## config.mk

```make
export PLATFORM = sky130hd
export DESIGN_NAME = crtc_vblank_split_mode_ctl
export DESIGN_NICKNAME = d
export VERILOG_FILES = /design/src/design/crtc_vsplit_pkg.sv /design/src/design/vblank_gen.sv /design/src/design/addr_mux.sv /design/src/design/crtc_vblank_split_mode_ctl.sv
export SDC_FILE = /design/constraint.sdc
export NUM_CORES = 1
export LEC_CHECK = 0
export ABC_AREA = 1
export BUFFER_PORTS_ARGS = -buffer_cell sky130_fd_sc_hd__buf_2
export CORE_AREA = 2 2 142 110
export DETAILED_ROUTE_END_ITERATION = 16
export DIE_AREA = 0 0 144 112
export PLACE_DENSITY = 0.77
export SLEW_MARGIN = 20
export SYNTH_ARGS = -nofsm -noshare
export SYNTH_HDL_FRONTEND = slang
export SYNTH_SLANG_ARGS = --single-unit
export TNS_END_PERCENT = 100
```

## constraint.sdc

```tcl
create_clock -name sys_clk -period 2.6 [get_ports sys_clk]
set_input_delay 0.39 -clock sys_clk [delete_from_list [all_inputs] [get_ports sys_clk]]
set_output_delay 0.39 -clock sys_clk [all_outputs]
set_load 0.05 [all_outputs]
```

## src/design/crtc_vsplit_pkg.sv

```systemverilog
// Purpose: Shared constants and helpers for the vertical blank, mode
//          control and split-screen block.
// Assumes: Eight-bit indexed CRT controller register port.
// Notes:   Mode field positions refer to the mode control register; extension bits to neighbouring ones.
package crtc_vsplit_pkg;

  // ************************************************************
  // Register indexes
  // ************************************************************
  localparam logic [7:0] IDX_VBLANK_START = 8'h15;
  localparam logic [7:0] IDX_VBLANK_END   = 8'h16;
  localparam logic [7:0] IDX_MODE_CTL     = 8'h17;
  localparam logic [7:0] IDX_SPLIT_LINE   = 8'h18;
  localparam logic [7:0] IDX_CPU_LATCH    = 8'h22;
  localparam logic [7:0] IDX_ATTR_A       = 8'h24;
  localparam logic [7:0] IDX_ATTR_B       = 8'h26;

  // ************************************************************
  // Mode control fields and reset
  // ************************************************************
  localparam int MD_BANK13  = 0;
  localparam int MD_BANK14  = 1;
  localparam int MD_VHALVE  = 2;
  localparam int MD_WHALVE  = 3;
  localparam int MD_WRAP    = 5;
  localparam int MD_BYTE    = 6;
  localparam int MD_RETRACE = 7;
  localparam logic [7:0] MODE_RESET = 8'h00;
  localparam logic [7:0] MODE_MASK  = 8'hef;

  // ************************************************************
  // Extension bit positions in neighbouring registers
  // ************************************************************
  localparam int VOV_VBS8 = 3;
  localparam int MSL_VBS9 = 5;
  localparam int XOV_VBS10 = 2;
  localparam int VOV_LC8  = 4;
  localparam int MSL_LC9  = 6;
  localparam int XOV_LC10 = 6;
  localparam int MSL_ROW_HI = 4;

  // ************************************************************
  // Helpers
  // ************************************************************
  function automatic logic [10:0] join11(input logic [7:0] lo,
                                         input logic b8,
                                         input logic b9,
                                         input logic b10);
    join11 = {b10, b9, b8, lo};
  endfunction : join11

  // Row pitch in bytes: offset times 2, 4 or 8
  function automatic logic [15:0] row_step(input logic [7:0] off,
                                           input logic dword,
                                           input logic qword);
    if (qword) begin
      row_step = {5'h00, off, 3'h0};
    end else if (dword) begin
      row_step = {6'h00, off, 2'h0};
    end else begin
      row_step = {7'h00, off, 1'h0};
    end
  endfunction : row_step

endpackage : crtc_vsplit_pkg

```

## src/design/vblank_gen.sv

```systemverilog
// Purpose: Vertical blank flag from start and end line matches.
// Assumes: Scan line input is registered and steady between lines.
// Notes:   A start match outranks an end match on the same line.
`timescale 1ns/10ps
module vblank_gen (
  input  wire logic        sys_clk,
  input  wire logic        srst,
  input  wire logic [10:0] scan_line,
  input  wire logic [10:0] start_line,
  input  wire logic [7:0]  end_line,
  output logic             vblank
);

  typedef struct packed {
    logic blank;
  } vb_state_t;

  vb_state_t s_r;
  vb_state_t s_nxt;
  logic [10:0] first_line;

  assign first_line = 11'(start_line + 11'h001);

  always_comb begin
    s_nxt = s_r;
    if (scan_line == first_line) begin
      s_nxt.blank = 1'b1;
    end else if (scan_line[7:0] == end_line) begin
      s_nxt.blank = 1'b0;
    end
  end

  // Holds through the frame wrap until the end match
  always_ff @(posedge sys_clk) begin
    if (srst) begin
      s_r <= '0;
    end else begin
      s_r <= s_nxt;
    end
  end

  assign vblank = s_r.blank;

  property p_blank_start;
    @(posedge sys_clk) disable iff (srst)
    scan_line == first_line |=> vblank;
  endproperty
  a_blank_start: assert property (p_blank_start)
    else $error("blank not raised at start line");

  property p_blank_end;
    @(posedge sys_clk) disable iff (srst)
    scan_line != first_line && scan_line[7:0] == end_line |=> !vblank;
  endproperty
  a_blank_end: assert property (p_blank_end)
    else $error("blank not dropped at end line");

  property p_blank_hold;
    @(posedge sys_clk) disable iff (srst)
    vblank && scan_line[7:0] != end_line |=> vblank;
  endproperty
  a_blank_hold: assert property (p_blank_hold)
    else $error("blank dropped before end line");

  c_blank_rise: cover property (@(posedge sys_clk) $rose(vblank));

endmodule : vblank_gen

```

## src/design/addr_mux.sv

```systemverilog
// Purpose: Maps the memory address counter onto the address output.
// Assumes: Row scan counter and display-active flag are registered.
// Notes:   Purely combinational; the caller registers the result.
`timescale 1ns/10ps
module addr_mux (
  input  wire logic [15:0] count,
  input  wire logic [1:0]  row_scan,
  input  wire logic        disp_active,
  input  wire logic [7:0]  mode,
  output logic [15:0]      addr
);

  logic [15:0] shifted;

  always_comb begin
    if (mode[crtc_vsplit_pkg::MD_BYTE]) begin
      shifted = count;
    end else begin
      // Word mode: shift up, wrap bit fills the freed low bit
      shifted = {count[14:0], mode[crtc_vsplit_pkg::MD_WRAP] ?
                 count[15] : count[13]};
    end
    addr = shifted;
    if (disp_active && !mode[crtc_vsplit_pkg::MD_BANK13]) begin
      addr[13] = row_scan[0];
    end
    if (disp_active && !mode[crtc_vsplit_pkg::MD_BANK14]) begin
      addr[14] = row_scan[1];
    end
  end

endmodule : addr_mux

```

## src/design/crtc_vblank_split_mode_ctl.sv

```systemverilog
// Purpose: Vertical blank, mode control, split screen and two
//          readback registers of a CRT controller.
// Assumes: Ticks for line retrace and character clock are one-cycle
//          pulses synchronous to sys_clk.
// Notes:   Register reads return data one cycle after the strobe.
`timescale 1ns/10ps

// Behaviour
// - Blank starts at programmed start plus one
// - Start value joins three overflow extension bits
// - Blank ends when low line byte matches
// - Mode bit0 clear puts row bit0 on A13 while disp_active is high
// - Mode bit1 clear puts row bit1 on A14 while disp_active is high
// - Mode bit2 halves the vertical line clock
// - Mode bit3 advances address every second character
// - Mode bit5 picks counter bit for A0
// - Mode bit6 clear selects shifted word addressing
// - Mode bit7 clear silences both retrace pulses
// - Mode register resets zero, bit4 reads zero
// - Split line match clears address counter
// - Split value joins three overflow extension bits
// - Latch readback picks plane by select bits
// - Attribute readback answers at two indexes
// - Attribute readback packs index, enable, toggle
// - Row pitch is offset times two, four, eight
module crtc_vblank_split_mode_ctl (
  input  wire logic        sys_clk,
  input  wire logic        srst,
  input  wire logic [7:0]  reg_index,
  input  wire logic        reg_wr,
  input  wire logic        reg_rd,
  input  wire logic [7:0]  reg_wdata,
  output logic [7:0]       reg_rdata,
  input  wire logic [7:0]  vertical_overflow_reg,
  input  wire logic [7:0]  max_scan_line_reg,
  input  wire logic [7:0]  extended_vertical_overflow_reg,
  input  wire logic [7:0]  row_offset_reg,
  input  wire logic [1:0]  read_plane_select_reg,
  input  wire logic [10:0] vertical_total,
  input  wire logic [15:0] start_address,
  input  wire logic        dword_mode,
  input  wire logic        qword_mode,
  input  wire logic [31:0] cpu_latch_planes,
  input  wire logic [4:0]  attr_index,
  input  wire logic        video_display_enable_flag,
  input  wire logic        attr_address_toggle,
  input  wire logic        hretrace_tick,
  input  wire logic        char_tick,
  input  wire logic        disp_active,
  input  wire logic        hsync_raw,
  input  wire logic        vsync_raw,
  output logic             hsync_out,
  output logic             vsync_out,
  output logic             vblank,
  output logic [15:0]      mem_addr,
  output logic [10:0]      scan_line,
  output logic [4:0]       row_scan
);

  // ************************************************************
  // State
  // ************************************************************
  typedef struct packed {
    logic [7:0]  vbs;
    logic [7:0]  vbe;
    logic [7:0]  mode;
    logic [7:0]  split;
    logic [7:0]  rdata;
    logic [10:0] line;
    logic [4:0]  row;
    logic        vdiv;
    logic        cdiv;
    logic [15:0] ma;
    logic [15:0] base;
    logic [15:0] addr;
    logic        hs;
    logic        vs;
  } ctl_state_t;

  ctl_state_t  s_r;
  ctl_state_t  s_nxt;
  logic [10:0] vbs11;
  logic [10:0] split11;
  logic [15:0] mux_addr;
  logic [7:0]  latch_sel;
  logic [7:0]  attr_rb;
  logic        line_adv;

  // ************************************************************
  // Assembled compare values
  // ************************************************************
  assign vbs11 = crtc_vsplit_pkg::join11(s_r.vbs,
    vertical_overflow_reg[crtc_vsplit_pkg::VOV_VBS8],
    max_scan_line_reg[crtc_vsplit_pkg::MSL_VBS9],
    extended_vertical_overflow_reg[crtc_vsplit_pkg::XOV_VBS10]);
  assign split11 = crtc_vsplit_pkg::join11(s_r.split,
    vertical_overflow_reg[crtc_vsplit_pkg::VOV_LC8],
    max_scan_line_reg[crtc_vsplit_pkg::MSL_LC9],
    extended_vertical_overflow_reg[crtc_vsplit_pkg::XOV_LC10]);

  assign latch_sel = cpu_latch_planes[{read_plane_select_reg, 3'h0} +: 8];
  assign attr_rb = {~attr_address_toggle, 1'b0,
                    video_display_enable_flag, attr_index};

  // Halved vertical clock skips every other retrace tick
  assign line_adv = hretrace_tick &&
    (!s_r.mode[crtc_vsplit_pkg::MD_VHALVE] || s_r.vdiv);

  addr_mux u_addr_mux (
    .count       (s_r.ma),
    .row_scan    (s_r.row[1:0]),
    .disp_active (disp_active),
    .mode        (s_r.mode),
    .addr        (mux_addr)
  );

  vblank_gen u_vblank_gen (
    .sys_clk    (sys_clk),
    .srst       (srst),
    .scan_line  (s_r.line),
    .start_line (vbs11),
    .end_line   (s_r.vbe),
    .vblank     (vblank)
  );

  // ************************************************************
  // Next state
  // ************************************************************
  always_comb begin
    logic [10:0] nline;
    logic [15:0] nbase;
    nline = '0;
    nbase = '0;
    s_nxt = s_r;
    // Readback indexes have no write target
    if (reg_wr) begin
      if (reg_index == crtc_vsplit_pkg::IDX_VBLANK_START) begin
        s_nxt.vbs = reg_wdata;
      end else if (reg_index == crtc_vsplit_pkg::IDX_VBLANK_END) begin
        s_nxt.vbe = reg_wdata;
      end else if (reg_index == crtc_vsplit_pkg::IDX_MODE_CTL) begin
        s_nxt.mode = reg_wdata & crtc_vsplit_pkg::MODE_MASK;
      end else if (reg_index == crtc_vsplit_pkg::IDX_SPLIT_LINE) begin
        s_nxt.split = reg_wdata;
      end
    end
    if (reg_rd) begin
      if (reg_index == crtc_vsplit_pkg::IDX_VBLANK_START) begin
        s_nxt.rdata = s_r.vbs;
      end else if (reg_index == crtc_vsplit_pkg::IDX_VBLANK_END) begin
        s_nxt.rdata = s_r.vbe;
      end else if (reg_index == crtc_vsplit_pkg::IDX_MODE_CTL) begin
        s_nxt.rdata = s_r.mode;
      end else if (reg_index == crtc_vsplit_pkg::IDX_SPLIT_LINE) begin
        s_nxt.rdata = s_r.split;
      end else if (reg_index == crtc_vsplit_pkg::IDX_CPU_LATCH) begin
        s_nxt.rdata = latch_sel;
      end else if (reg_index == crtc_vsplit_pkg::IDX_ATTR_A ||
                   reg_index == crtc_vsplit_pkg::IDX_ATTR_B) begin
        s_nxt.rdata = attr_rb;
      end else begin
        s_nxt.rdata = 8'h00;
      end
    end

    if (hretrace_tick) begin
      s_nxt.vdiv = ~s_r.vdiv;
    end
    if (line_adv) begin
      s_nxt.cdiv = 1'b0;
      if (s_r.line == vertical_total) begin
        nline = 11'h000;
        s_nxt.row = 5'h00;
        nbase = start_address;
      end else begin
        nline = 11'(s_r.line + 11'h001);
        if (s_r.row == max_scan_line_reg[crtc_vsplit_pkg::MSL_ROW_HI:0])
        begin
          s_nxt.row = 5'h00;
          nbase = 16'(s_r.base + crtc_vsplit_pkg::row_step(
            row_offset_reg, dword_mode, qword_mode));
        end else begin
          s_nxt.row = 5'(s_r.row + 5'h01);
          nbase = s_r.base;
        end
      end
      // Split screen restarts display memory at zero
      if (nline == split11) begin
        nbase = 16'h0000;
      end
      s_nxt.line = nline;
      s_nxt.base = nbase;
      s_nxt.ma = nbase;
    end else if (char_tick && disp_active) begin
      s_nxt.cdiv = ~s_r.cdiv;
      if (!s_r.mode[crtc_vsplit_pkg::MD_WHALVE] || s_r.cdiv) begin
        s_nxt.ma = 16'(s_r.ma + 16'h0001);
      end
    end

    s_nxt.addr = mux_addr;
    s_nxt.hs = hsync_raw && s_r.mode[crtc_vsplit_pkg::MD_RETRACE];
    s_nxt.vs = vsync_raw && s_r.mode[crtc_vsplit_pkg::MD_RETRACE];
  end

  // ************************************************************
  // Registers
  // ************************************************************
  always_ff @(posedge sys_clk) begin
    if (srst) begin
      s_r <= '0;
      s_r.mode <= crtc_vsplit_pkg::MODE_RESET;
    end else begin
      s_r <= s_nxt;
    end
  end

  assign reg_rdata = s_r.rdata;
  assign hsync_out = s_r.hs;
  assign vsync_out = s_r.vs;
  assign mem_addr  = s_r.addr;
  assign scan_line = s_r.line;
  assign row_scan  = s_r.row;

  // ************************************************************
  // Assertions
  // ************************************************************
  property p_mode_reset;
    @(posedge sys_clk) disable iff (srst)
    $fell(srst) |-> s_r.mode == crtc_vsplit_pkg::MODE_RESET;
  endproperty
  a_mode_reset: assert property (p_mode_reset)
    else $error("mode control not zero after reset");

  property p_mode_bit4;
    @(posedge sys_clk) disable iff (srst)
    reg_rd && reg_index == crtc_vsplit_pkg::IDX_MODE_CTL
      |=> reg_rdata[4] == 1'b0;
  endproperty
  a_mode_bit4: assert property (p_mode_bit4)
    else $error("reserved mode bit read as one");

  property p_retrace_off;
    @(posedge sys_clk) disable iff (srst)
    !s_r.mode[crtc_vsplit_pkg::MD_RETRACE] |=> !hsync_out && !vsync_out;
  endproperty
  a_retrace_off: assert property (p_retrace_off)
    else $error("retrace pulse while disabled");

  property p_bank13;
    @(posedge sys_clk) disable iff (srst)
    disp_active && !s_r.mode[crtc_vsplit_pkg::MD_BANK13]
      |=> mem_addr[13] == $past(s_r.row[0]);
  endproperty
  a_bank13: assert property (p_bank13)
    else $error("row bit0 not on address bit 13");

  property p_bank14;
    @(posedge sys_clk) disable iff (srst)
    disp_active && !s_r.mode[crtc_vsplit_pkg::MD_BANK14]
      |=> mem_addr[14] == $past(s_r.row[1]);
  endproperty
  a_bank14: assert property (p_bank14)
    else $error("row bit1 not on address bit 14");

  property p_wrap15;
    @(posedge sys_clk) disable iff (srst)
    !s_r.mode[crtc_vsplit_pkg::MD_BYTE] && s_r.mode[crtc_vsplit_pkg::MD_WRAP]
      |=> mem_addr[0] == $past(s_r.ma[15]);
  endproperty
  a_wrap15: assert property (p_wrap15)
    else $error("word mode bit 0 not from counter bit 15");

  property p_split;
    @(posedge sys_clk) disable iff (srst)
    line_adv ##1 s_r.line == $past(split11) |-> s_r.ma == 16'h0000;
  endproperty
  a_split: assert property (p_split)
    else $error("address counter not cleared at split line");

  property p_vhalve;
    @(posedge sys_clk) disable iff (srst)
    hretrace_tick && !s_r.vdiv && s_r.mode[crtc_vsplit_pkg::MD_VHALVE]
      |=> s_r.line == $past(s_r.line);
  endproperty
  a_vhalve: assert property (p_vhalve)
    else $error("line advanced on skipped retrace tick");

  property p_latch_rb;
    @(posedge sys_clk) disable iff (srst)
    reg_rd && reg_index == crtc_vsplit_pkg::IDX_CPU_LATCH
      |=> reg_rdata == $past(latch_sel);
  endproperty
  a_latch_rb: assert property (p_latch_rb)
    else $error("wrong latch plane returned");

  property p_attr_rb;
    @(posedge sys_clk) disable iff (srst)
    reg_rd && (reg_index == crtc_vsplit_pkg::IDX_ATTR_A ||
               reg_index == crtc_vsplit_pkg::IDX_ATTR_B)
      |=> reg_rdata == {~$past(attr_address_toggle), 1'b0,
                        $past(video_display_enable_flag),
                        $past(attr_index)};
  endproperty
  a_attr_rb: assert property (p_attr_rb)
    else $error("attribute readback content wrong");

  property p_ro_write;
    @(posedge sys_clk) disable iff (srst)
    reg_wr && reg_index == crtc_vsplit_pkg::IDX_CPU_LATCH
      |=> s_r.vbs == $past(s_r.vbs) && s_r.vbe == $past(s_r.vbe) &&
          s_r.mode == $past(s_r.mode) && s_r.split == $past(s_r.split);
  endproperty
  a_ro_write: assert property (p_ro_write)
    else $error("readback write changed a register");

  c_split: cover property (@(posedge sys_clk) disable iff (srst)
    line_adv ##1 s_r.line == split11);
  c_word: cover property (@(posedge sys_clk) disable iff (srst)
    !s_r.mode[crtc_vsplit_pkg::MD_BYTE] && char_tick && disp_active);
  c_attr_b: cover property (@(posedge sys_clk) disable iff (srst)
    reg_rd && reg_index == crtc_vsplit_pkg::IDX_ATTR_B);

endmodule : crtc_vblank_split_mode_ctl

```

Word-level counts from Yosys, hierarchy flattened

Cells that the tools add are included.

Word-level logic and storage cells: 88
Output and inout port bits: 43
Flip-flop bits (word level): 108

Bitwise gates (word level): 6
Shift operators: 1
Equality and inequality tests: 12
$add $sub $neg: 5
Multiplexer cells: 27
Reduce and logical (&&, ||, !) cells: 22

Operators with widths:

| operator              | count |
|---|---|
| $mux 16               | 10 |
| $mux 8                | 6 |
| $eq 11x11->1          | 3 |
| $mux 11               | 3 |
| $eq 8x5->1 const B    | 4 |
| $shiftx 32x6->8       | 1 |
| $eq 8x6->1 const B    | 3 |
| $add 11x1->11 const B | 2 |
| $add 16x1->16 const B | 1 |
| $add 16x16->16        | 1 |
| $mux 10               | 1 |
| $mux 5                | 2 |
| $eq 8x8->1            | 1 |
| $logic_and 1x1->1     | 6 |
| $not 1->1             | 6 |
| $reduce_bool 2->1     | 3 |
| $add 5x1->5 const B   | 1 |
| $eq 5x5->1            | 1 |
| $mux 1                | 5 |
| $reduce_and 5->1      | 1 |
| $logic_not 1->1       | 4 |
| $reduce_and 2->1      | 2 |
| $reduce_and 4->1      | 1 |
| $logic_or 1x1->1      | 3 |
| other kinds (2)       | 2 |

Depth between registers and ports, before layout

Gate-level depths: netlist of the first run.

Depth in word-level cells: 10
Depth in mapped cells: 20
Mapped depth without buffers: 19

Hierarchy

Synthesis of the first run repeated with hierarchy kept, for this count alone.

Cell total of the unflattened synthesis: 1186
Area total of the unflattened synthesis: 7598.5 sq um

By module, submodules not included:

| module                     | cells each | area each (sq um) | times used |
|---|---|---|---|
| crtc_vblank_split_mode_ctl | 1003       | 6707.7            | 1 |
| vblank_gen                 | 119        | 598.1             | 1 |
| addr_mux                   | 64         | 292.8             | 1 |

Least setup slack after synthesis of the first run

OpenSTA, ideal clock, no wires.

Path type: input -> register
Start point: input dword_mode
End point: register s_r[29] in the netlist's numbering
Setup slack: 0.165 ns
Cell stages on the path: 15
Arrival time: 2.366 ns
Setup time: 0.069 ns
Cell sequence: clkbuf_1 > inv_2 > o21ai_0 > a21oi_1 > a21oi_1 > ha_1 > a21oi_1 > inv_1 > o21ai_0 > nand3_1 > nand2_1 > nand2_1 > a31oi_1 > nand3_4 > o21ai_1

Cells in the longest elaborated chain, start to end: 9

Ends and longest elaborated chain:

| element              | line                              | text |
|---|---|---|
| start, declared      | crtc_vblank_split_mode_ctl.sv:41  | `input wire logic dword_mode,` |
| $mux 10              | crtc_vsplit_pkg.sv:58             | `end else if (dword) begin` |
| $mux 11              | crtc_vsplit_pkg.sv:56             | `if (qword) begin` |
| $mux 16              | crtc_vblank_split_mode_ctl.sv:177 | `if (s_r.row == max_scan_line_reg[crtc_vsplit_pkg::MSL_ROW_HI:0])` |
| $mux 16              | crtc_vblank_split_mode_ctl.sv:171 | `if (s_r.line == vertical_total) begin` |
| $mux 16              | crtc_vblank_split_mode_ctl.sv:169 | `if (line_adv) begin` |
| $add 16x16->16       | crtc_vblank_split_mode_ctl.sv:180 | `nbase = 16'(s_r.base + crtc_vsplit_pkg::row_step(` |
| $mux 16              | crtc_vblank_split_mode_ctl.sv:177 |  |
| $mux 16              | crtc_vblank_split_mode_ctl.sv:171 |  |
| $mux 16              | crtc_vblank_split_mode_ctl.sv:188 | `if (nline == split11) begin` |
| end signal, assigned | crtc_vblank_split_mode_ctl.sv:214 | `s_r <= s_nxt;` |
| end, declared        | crtc_vblank_split_mode_ctl.sv:80  | `ctl_state_t s_r;` |

Every way passes these cells. The select of a mux whose other input is x is not followed.
A chain may end at the register's enable or synchronous reset.

Worst setup path after layout of the first run

Start point: register s_r (netlist bit scan_line[7])
End point: register s_r[33] in the netlist's numbering

Cells in the longest elaborated chain, start to end: 5

Ends and longest elaborated chain:

| element                                       | line |
|---|---|
| $add 11x1->11 or $eq 11x11->1 (tied branches) | crtc_vblank_split_mode_ctl.sv:176, crtc_vblank_split_mode_ctl.sv:171 |
| $mux 11                                       | crtc_vblank_split_mode_ctl.sv:171 |
| $mux 11                                       | crtc_vblank_split_mode_ctl.sv:169 |
| $eq 11x11->1                                  | crtc_vblank_split_mode_ctl.sv:188 |
| $mux 16 (*)                                   | crtc_vblank_split_mode_ctl.sv:188 |

Mark *: on every way between the ends. The rest lies on a longest branch, timed or not. The select of a mux whose other input is x is not followed.

==> run_results.csv, run 1 <==
group,metric,value,unit
worst_setup_path,r2r_setup_slack,0.17,ns
final_layout,nets,1355,
die,die_area,16100,um^2
placed_design,place_inst,1399,
placed_design,dpl.hpwl,16400,um
timing,hold_viol_final,0,
placed_design,io_buffers,156,
clocking,clkSlewWorstSetupHoldPaths,0.07,ns
yosys,synthTopCellsByArea,"dfxtp_1 30%, nand2_1 13%, o21ai_0 7.5%",
pwr,p_sw_frac,0.283,
pwr,ir_drop,0.297,mV
yosys,synth-edff-count,0,
routing,post_drt_via_cell_ratio,5.30,
worst_setup_path,crit_type,"reg2reg",
yosys,yosysTopAreaCell,"dfxtp_1",
pwr,clockPowerShare,0.377,
job,max_cap_viol_count,0,
pwr,switchingPower,1.05,mW
clocking,cts_max_path_buffers,2,
pwr,intPower,2.65,mW
yosys,syn_area,7230,um^2
global_routing,grtUsageTotal,0.264,
yosys,ys_seq_area_frac,0.299,
die,core,14800,um^2
clocking,cts_buffers,9,
global_routing,grt_max_degree,32,
routing,wl_per_cell,14.9,um
pwr,power_frac_comb,0.155,
die,rows,39,
global_routing,antenna_found_initial,0,
yosys,yosysWarnings,0,
clocking,cts_tree,"yes",
yosys,synth.avg_cell_area,6.59,um^2
worst_setup_path,r2r_cells,15,
yosys,syn-num-nets,1239,
yosys,ys_ff_latch,108,
timing,tightestPinTransition,0.683,ns
worst_setup_path,r2r_start,"scan_line[7]",
clocking,h-tree-depth,3,
routing,final_antenna_net_count,0,
final_layout,fillers,1454,
hold_path,holdPathEnd,"vsync_out",
yosys,synthArstFlopShare,0,
clocking,clock_latency,0.35,ns
timing,fin_skew,0.00627,ns
final_layout,layout_common_cells,"243 x nand2_1, 156 x buf_2, 109 x inv_1, 109 x o21ai_0, 102 x dfxtp_1",
routing,drt_wl_total,21200,um
routing,drt_iter0_drc,815,
timing,final.period_utilization,0.935,
routing,vias,7530,
timing,slew_headroom,0.543,
die,die_w,144,um
timing,slew_viol_final,0,
hold_path,hold_class,"in2reg",
die,initial_core_util,0.489,
routing,drc,0,
timing,fmax,411,MHz
hold_path,hold_depth,3,
timing,period_minus_slack,2.43,ns
worst_setup_path,cp_data_required_time,2.83,ns
final_layout,layout-drive-gt1-share,0.200,
die,ioPinCount,170,
pwr,pwr-share-seq,0.467,
routing,firstDrtPassIters,6,
placed_design,gp_congestion,0.950,
yosys,ys_types,45,
timing,rsz0062_at_grt,"false",
global_routing,overflow,0,
final_layout,final_common_cell,"nand2_1",
yosys,syn_inst,1097,
pwr,power_per_cell_area,446,nW/um^2
yosys,synth_ff_type,"dfxtp_1",
worst_setup_path,cp.arrival,2.66,ns
timing,finalSetupViolCount,0,
run_status,status,"completed",
clocking,cts.sinks,108,
worst_setup_path,r2r_end,"s_r[33]",
worst_setup_path,startpoint_type,"register",
global_routing,grt_pass1_vias,6589,
die,fp.dieH,112,um
worst_setup_path,critPathCaptureType,"register",
final_layout,diodes,0,
timing,fin_setup_tns,0,ns
global_routing,grt_pass1_wl,33600,um
pwr,p_leak,3.78,nW
clocking,root_buffer,"clkbuf_16",
hold_path,hp-start,"vsync_raw",
yosys,synth_top_area_share,0.299,
worst_setup_path,worstPathMaxFanout,15,
final_layout,area_growth,14.8,%
final_layout,layoutNonFillerInstCount,1422,
-- stage by stage --
step | worst slack (ns) | hold WS [ns] | area, um^2 | power [mW] | util
floorplan | 0.165 | 0.429 | 7230 | 2.13 | -
global placement | 0.0558 | 0.446 | 7930 | 2.32 | 0.536
detailed placement | -0.0275 | 0.454 | 7930 | 2.32 | 0.536
CTS | 0.0944 | 0.248 | 8220 | 3.70 | 0.556
global route | 0.00254 | 0.267 | 8300 | 3.85 | 0.561
finish | 0.169 | 0.265 | 8300 | 3.70 | 0.561
-- how the worst max path moves through the flow --
stage,cells past startpoint,from,end
2_1_floorplan,15,dword_mode,s_r[29]
3_3_place_gp,18,qword_mode,s_r[46]
3_5_place_dp,18,qword_mode,s_r[46]
4_1_cts,12,scan_line[0],s_r[21]
5_1_grt,15,qword_mode,s_r[29]
6_report,15,scan_line[7],s_r[33]
-- area by class of cell --
type	instances	area, um^2	area share
tap	205	256	0.0309
inverter	116	435	0.0525
multi-input combinational	789	4120	0.496
clock inverter	5	61.3	0.00739
clock buffer	10	229	0.0276
timing repair buffer	189	1030	0.124
sequential	108	2170	0.262
-- synthesized netlist by cell type, types with 3 or more instances --
cell type / number
nand3b_1: 5
inv_2: 6
nand3_2: 9
inv_1: 109
xnor2_1: 19
nor4_1: 3
nand3_1: 53
nor2_1: 94
nand2_2: 4
nand4_1: 9
nor2_2: 6
o221ai_1: 3
o211ai_1: 3
buf_2: 7
buf_6: 7
o21ai_0: 109
a21oi_1: 99
clkbuf_1: 29
a221oi_1: 5
a22oi_1: 3
nand2_1: 243
nor3_1: 16
nand3_4: 3
a211oi_1: 4
buf_4: 40
ha_1: 14
dfxtp_1: 108
a31oi_1: 9
o22ai_1: 13
o2111ai_1: 5
o21ai_1: 10
xor2_1: 33
-- power groups by stage --
stage | clock [mW] | sequential (mW) | combinational, mW
floorplan | 0 | 1.75 | 0.376
global placement | 0 | 1.76 | 0.552
detailed placement | 0 | 1.76 | 0.560
CTS | 1.41 | 1.73 | 0.563
global route | 1.47 | 1.73 | 0.641
finish | 1.40 | 1.73 | 0.574
-- per-layer routing --
metal	wire [um]	GRT usage	vias to the layer above
met4	289	0.0608	0
met3	2610	0.0753	25
met5	0	0	-
li1	-	-	3822
met1	10100	0.408	3329
met2	8160	0.358	354
-- sequential cells by signal (all words and copies together) (netlist names) --
name                 cells
s_r                     65
row_scan                 5
u_vblank_gen.vblank      1
scan_line               11
vsync_out                1
mem_addr                16
reg_rdata                8
hsync_out                1
-- timing repair --
item,CTS,global route
setup buffers,0,7
endpoints found under the setup margin,0,32
resized for setup,0,7
hold buffers,0,0
-- worst max-delay path, stage by stage, from the launching register on --
cell,delay (ns)
dfxtp_1,0.40
inv_2,0.17
nand2_1,0.07
nand2_1,0.06
nand2_1,0.08
nor2_4,0.19
nand3_4,0.21
nand2_1,0.15
nand2_1,0.06
nand2_1,0.06
nand2_1,0.06
nor2_2,0.18
nand3_4,0.23
buf_4,0.21
nand3_2,0.10
o21ai_1,0.07
-- logic make-up (layout without fill, tap and decap cells) --
group | count (synthesis) | count (layout) | share of synthesized area
flip-flops | 108 | 108 | 0.299
AND/OR/NAND/NOR | 451 | 452 | 0.273
AO/OA/AOI/OAI | 270 | 270 | 0.204
adder cells (fa/ha/maj) | 15 | 15 | 0.0270
buffers and inverters | 201 | 320 | 0.134
XOR/XNOR | 52 | 52 | 0.0630
No activity file was read; power rests on OpenSTA's default activity.
==> run 2: changes to the inputs <==
==> constraint.sdc (replaced) <==
create_clock -name sys_clk -period 2.6 [get_ports sys_clk]
set_input_delay 0.52 -clock sys_clk [delete_from_list [all_inputs] [get_ports sys_clk]]
set_output_delay 0.52 -clock sys_clk [all_outputs]
set_load 0.05 [all_outputs]
==> run_results.csv, run 2 (synthesis results as in run 1) <==
group,metric,value,unit
timing,fmax,415,MHz
clocking,post_cts_buffers,0,
clocking,cts_buffers,9,
timing,setup_slack,0.188,ns
die,core,14800,um^2
timing,whs,0.390,ns
die,fp.dieH,112,um
final_layout,layout-drive-gt1-share,0.198,
final_layout,final_common_cell,"nand2_1",
worst_setup_path,cp_data_required_time,2.83,ns
timing,slew_headroom,0.499,
placed_design,gp_congestion,0.931,
hold_path,hold_class,"in2reg",
timing,fin_setup_tns,0,ns
final_layout,fillers,1445,
clocking,cts_max_path_buffers,2,
die,die_w,144,um
routing,final_antenna_net_count,0,
placed_design,dpl.hpwl,16600,um
clocking,h-tree-depth,3,
routing,post_drt_via_cell_ratio,5.30,
global_routing,grt_pass1_vias,6696,
job,max_cap_viol_count,0,
timing,period_minus_slack,2.41,ns
final_layout,largest_register_ffs,65,
die,die_area,16100,um^2
routing,drt_wl_total,21000,um
timing,tightestPinTransition,0.750,ns
clocking,ctsResizeCount,0,
final_layout,seqCellArea,2160,um^2
die,initial_core_util,0.489,
timing,slew_viol_final,0,
worst_setup_path,worstPathMaxFanout,16,
clocking,cts.sinks,108,
pwr,power_per_cell_area,437,nW/um^2
timing,final.period_utilization,0.928,
clocking,cts_tree,"yes",
clocking,clock_latency,0.36,ns
global_routing,overflow,0,
clocking,holdBufCountCts,0,
placed_design,io_buffers,156,
clocking,root_buffer,"clkbuf_16",
routing,drc,0,
timing,rsz0062_at_grt,"false",
die,ioPinCount,170,
final_layout,layout_common_cells,"243 x nand2_1, 156 x buf_2, 109 x inv_1, 109 x o21ai_0, 108 x dfxtp_1",
die,rows,39,
routing,drt_iter0_drc,791,
final_layout,multi_input_area,4110,um^2
worst_setup_path,startpoint_type,"register",
routing,firstDrtPassIters,5,
worst_setup_path,cp.arrival,2.64,ns
clocking,clkSlewWorstSetupHoldPaths,0.07,ns
run_status,status,"completed",
global_routing,antenna_found_initial,1,
routing,wl_per_cell,14.7,um
global_routing,grtUsageTotal,0.263,
final_layout,area_growth,15.1,%
routing,vias,7565,
timing,hold_viol_final,0,
final_layout,nets,1358,
timing,finalSetupViolCount,0,
pwr,ir_drop,0.258,mV
placed_design,pre_cts_slack,-0.110,ns
pwr,p_leak,3.80,nW
timing,fin_skew,0.00982,ns
final_layout,regMostFlops,"s_r",
worst_setup_path,critPathCaptureType,"register",
global_routing,grt_pass1_wl,33500,um
global_routing,grt_max_degree,32,
worst_setup_path,crit_type,"reg2reg",
==> run 2: cell type report <==
type                            instances  share of cell area
Multi-Input combinational cell        788               0.494
Sequential cell                       108               0.260
Timing Repair Buffer                  193               0.129
Inverter                              116              0.0524
Tap cell                              205              0.0308
Clock buffer                           12              0.0296
Clock inverter                          4             0.00391
Antenna cell                            1            0.000301
==> run 2: per-layer routing <==
layer  GRT usage  part of all wire  routed length (um)  vias up
met5           0                 0                   0        -
met4      0.0614             0.018                 375        0
met3      0.0796              0.11                2310       37
met2       0.357              0.39                8090      346
met1       0.404              0.49               10200     3353
li1            -                 -                   -     3829
==> run 2: critical path, cell delays in order, from the launching register on <==
cell     delay (ns)
dfxtp_1        0.50
ha_1           0.26
nand2_1        0.13
nor3_2         0.19
xor2_1         0.28
nand3_1        0.12
nand2_1        0.09
nand2_1        0.06
nor2_2         0.15
nand3_4        0.10
buf_12         0.17
nand3_1        0.14
o21ai_0        0.09
==> run 2: through the flow <==
stage / total power, mW / utilization / std cells / cell area, um^2
floorplan: 2.13 / - / 1097 / 7230
global placement: 2.32 / 0.543 / 1410 / 8030
detailed placement: 2.33 / 0.543 / 1410 / 8030
CTS: 3.63 / 0.562 / 1426 / 8300
global route: 3.78 / 0.562 / 1427 / 8320
finish: 3.63 / 0.562 / 1427 / 8320
==> run 2: power breakdown <==
part | switching [mW] | internal (mW) | total [mW]
clock | 0.643 | 0.683 | 1.33
combinational | 0.365 | 0.214 | 0.579
sequential | 0.0371 | 1.69 | 1.73
==> run 2: final timing paths <==
check                from           end  slack, ns  cells after the start
min             hsync_raw     hsync_out       0.39                      3
max reg2reg  scan_line[1]       s_r[22]       0.19                     12
min reg2reg  reg_rdata[3]  reg_rdata[3]       0.47                      2
max          scan_line[1]       s_r[22]       0.19                     12
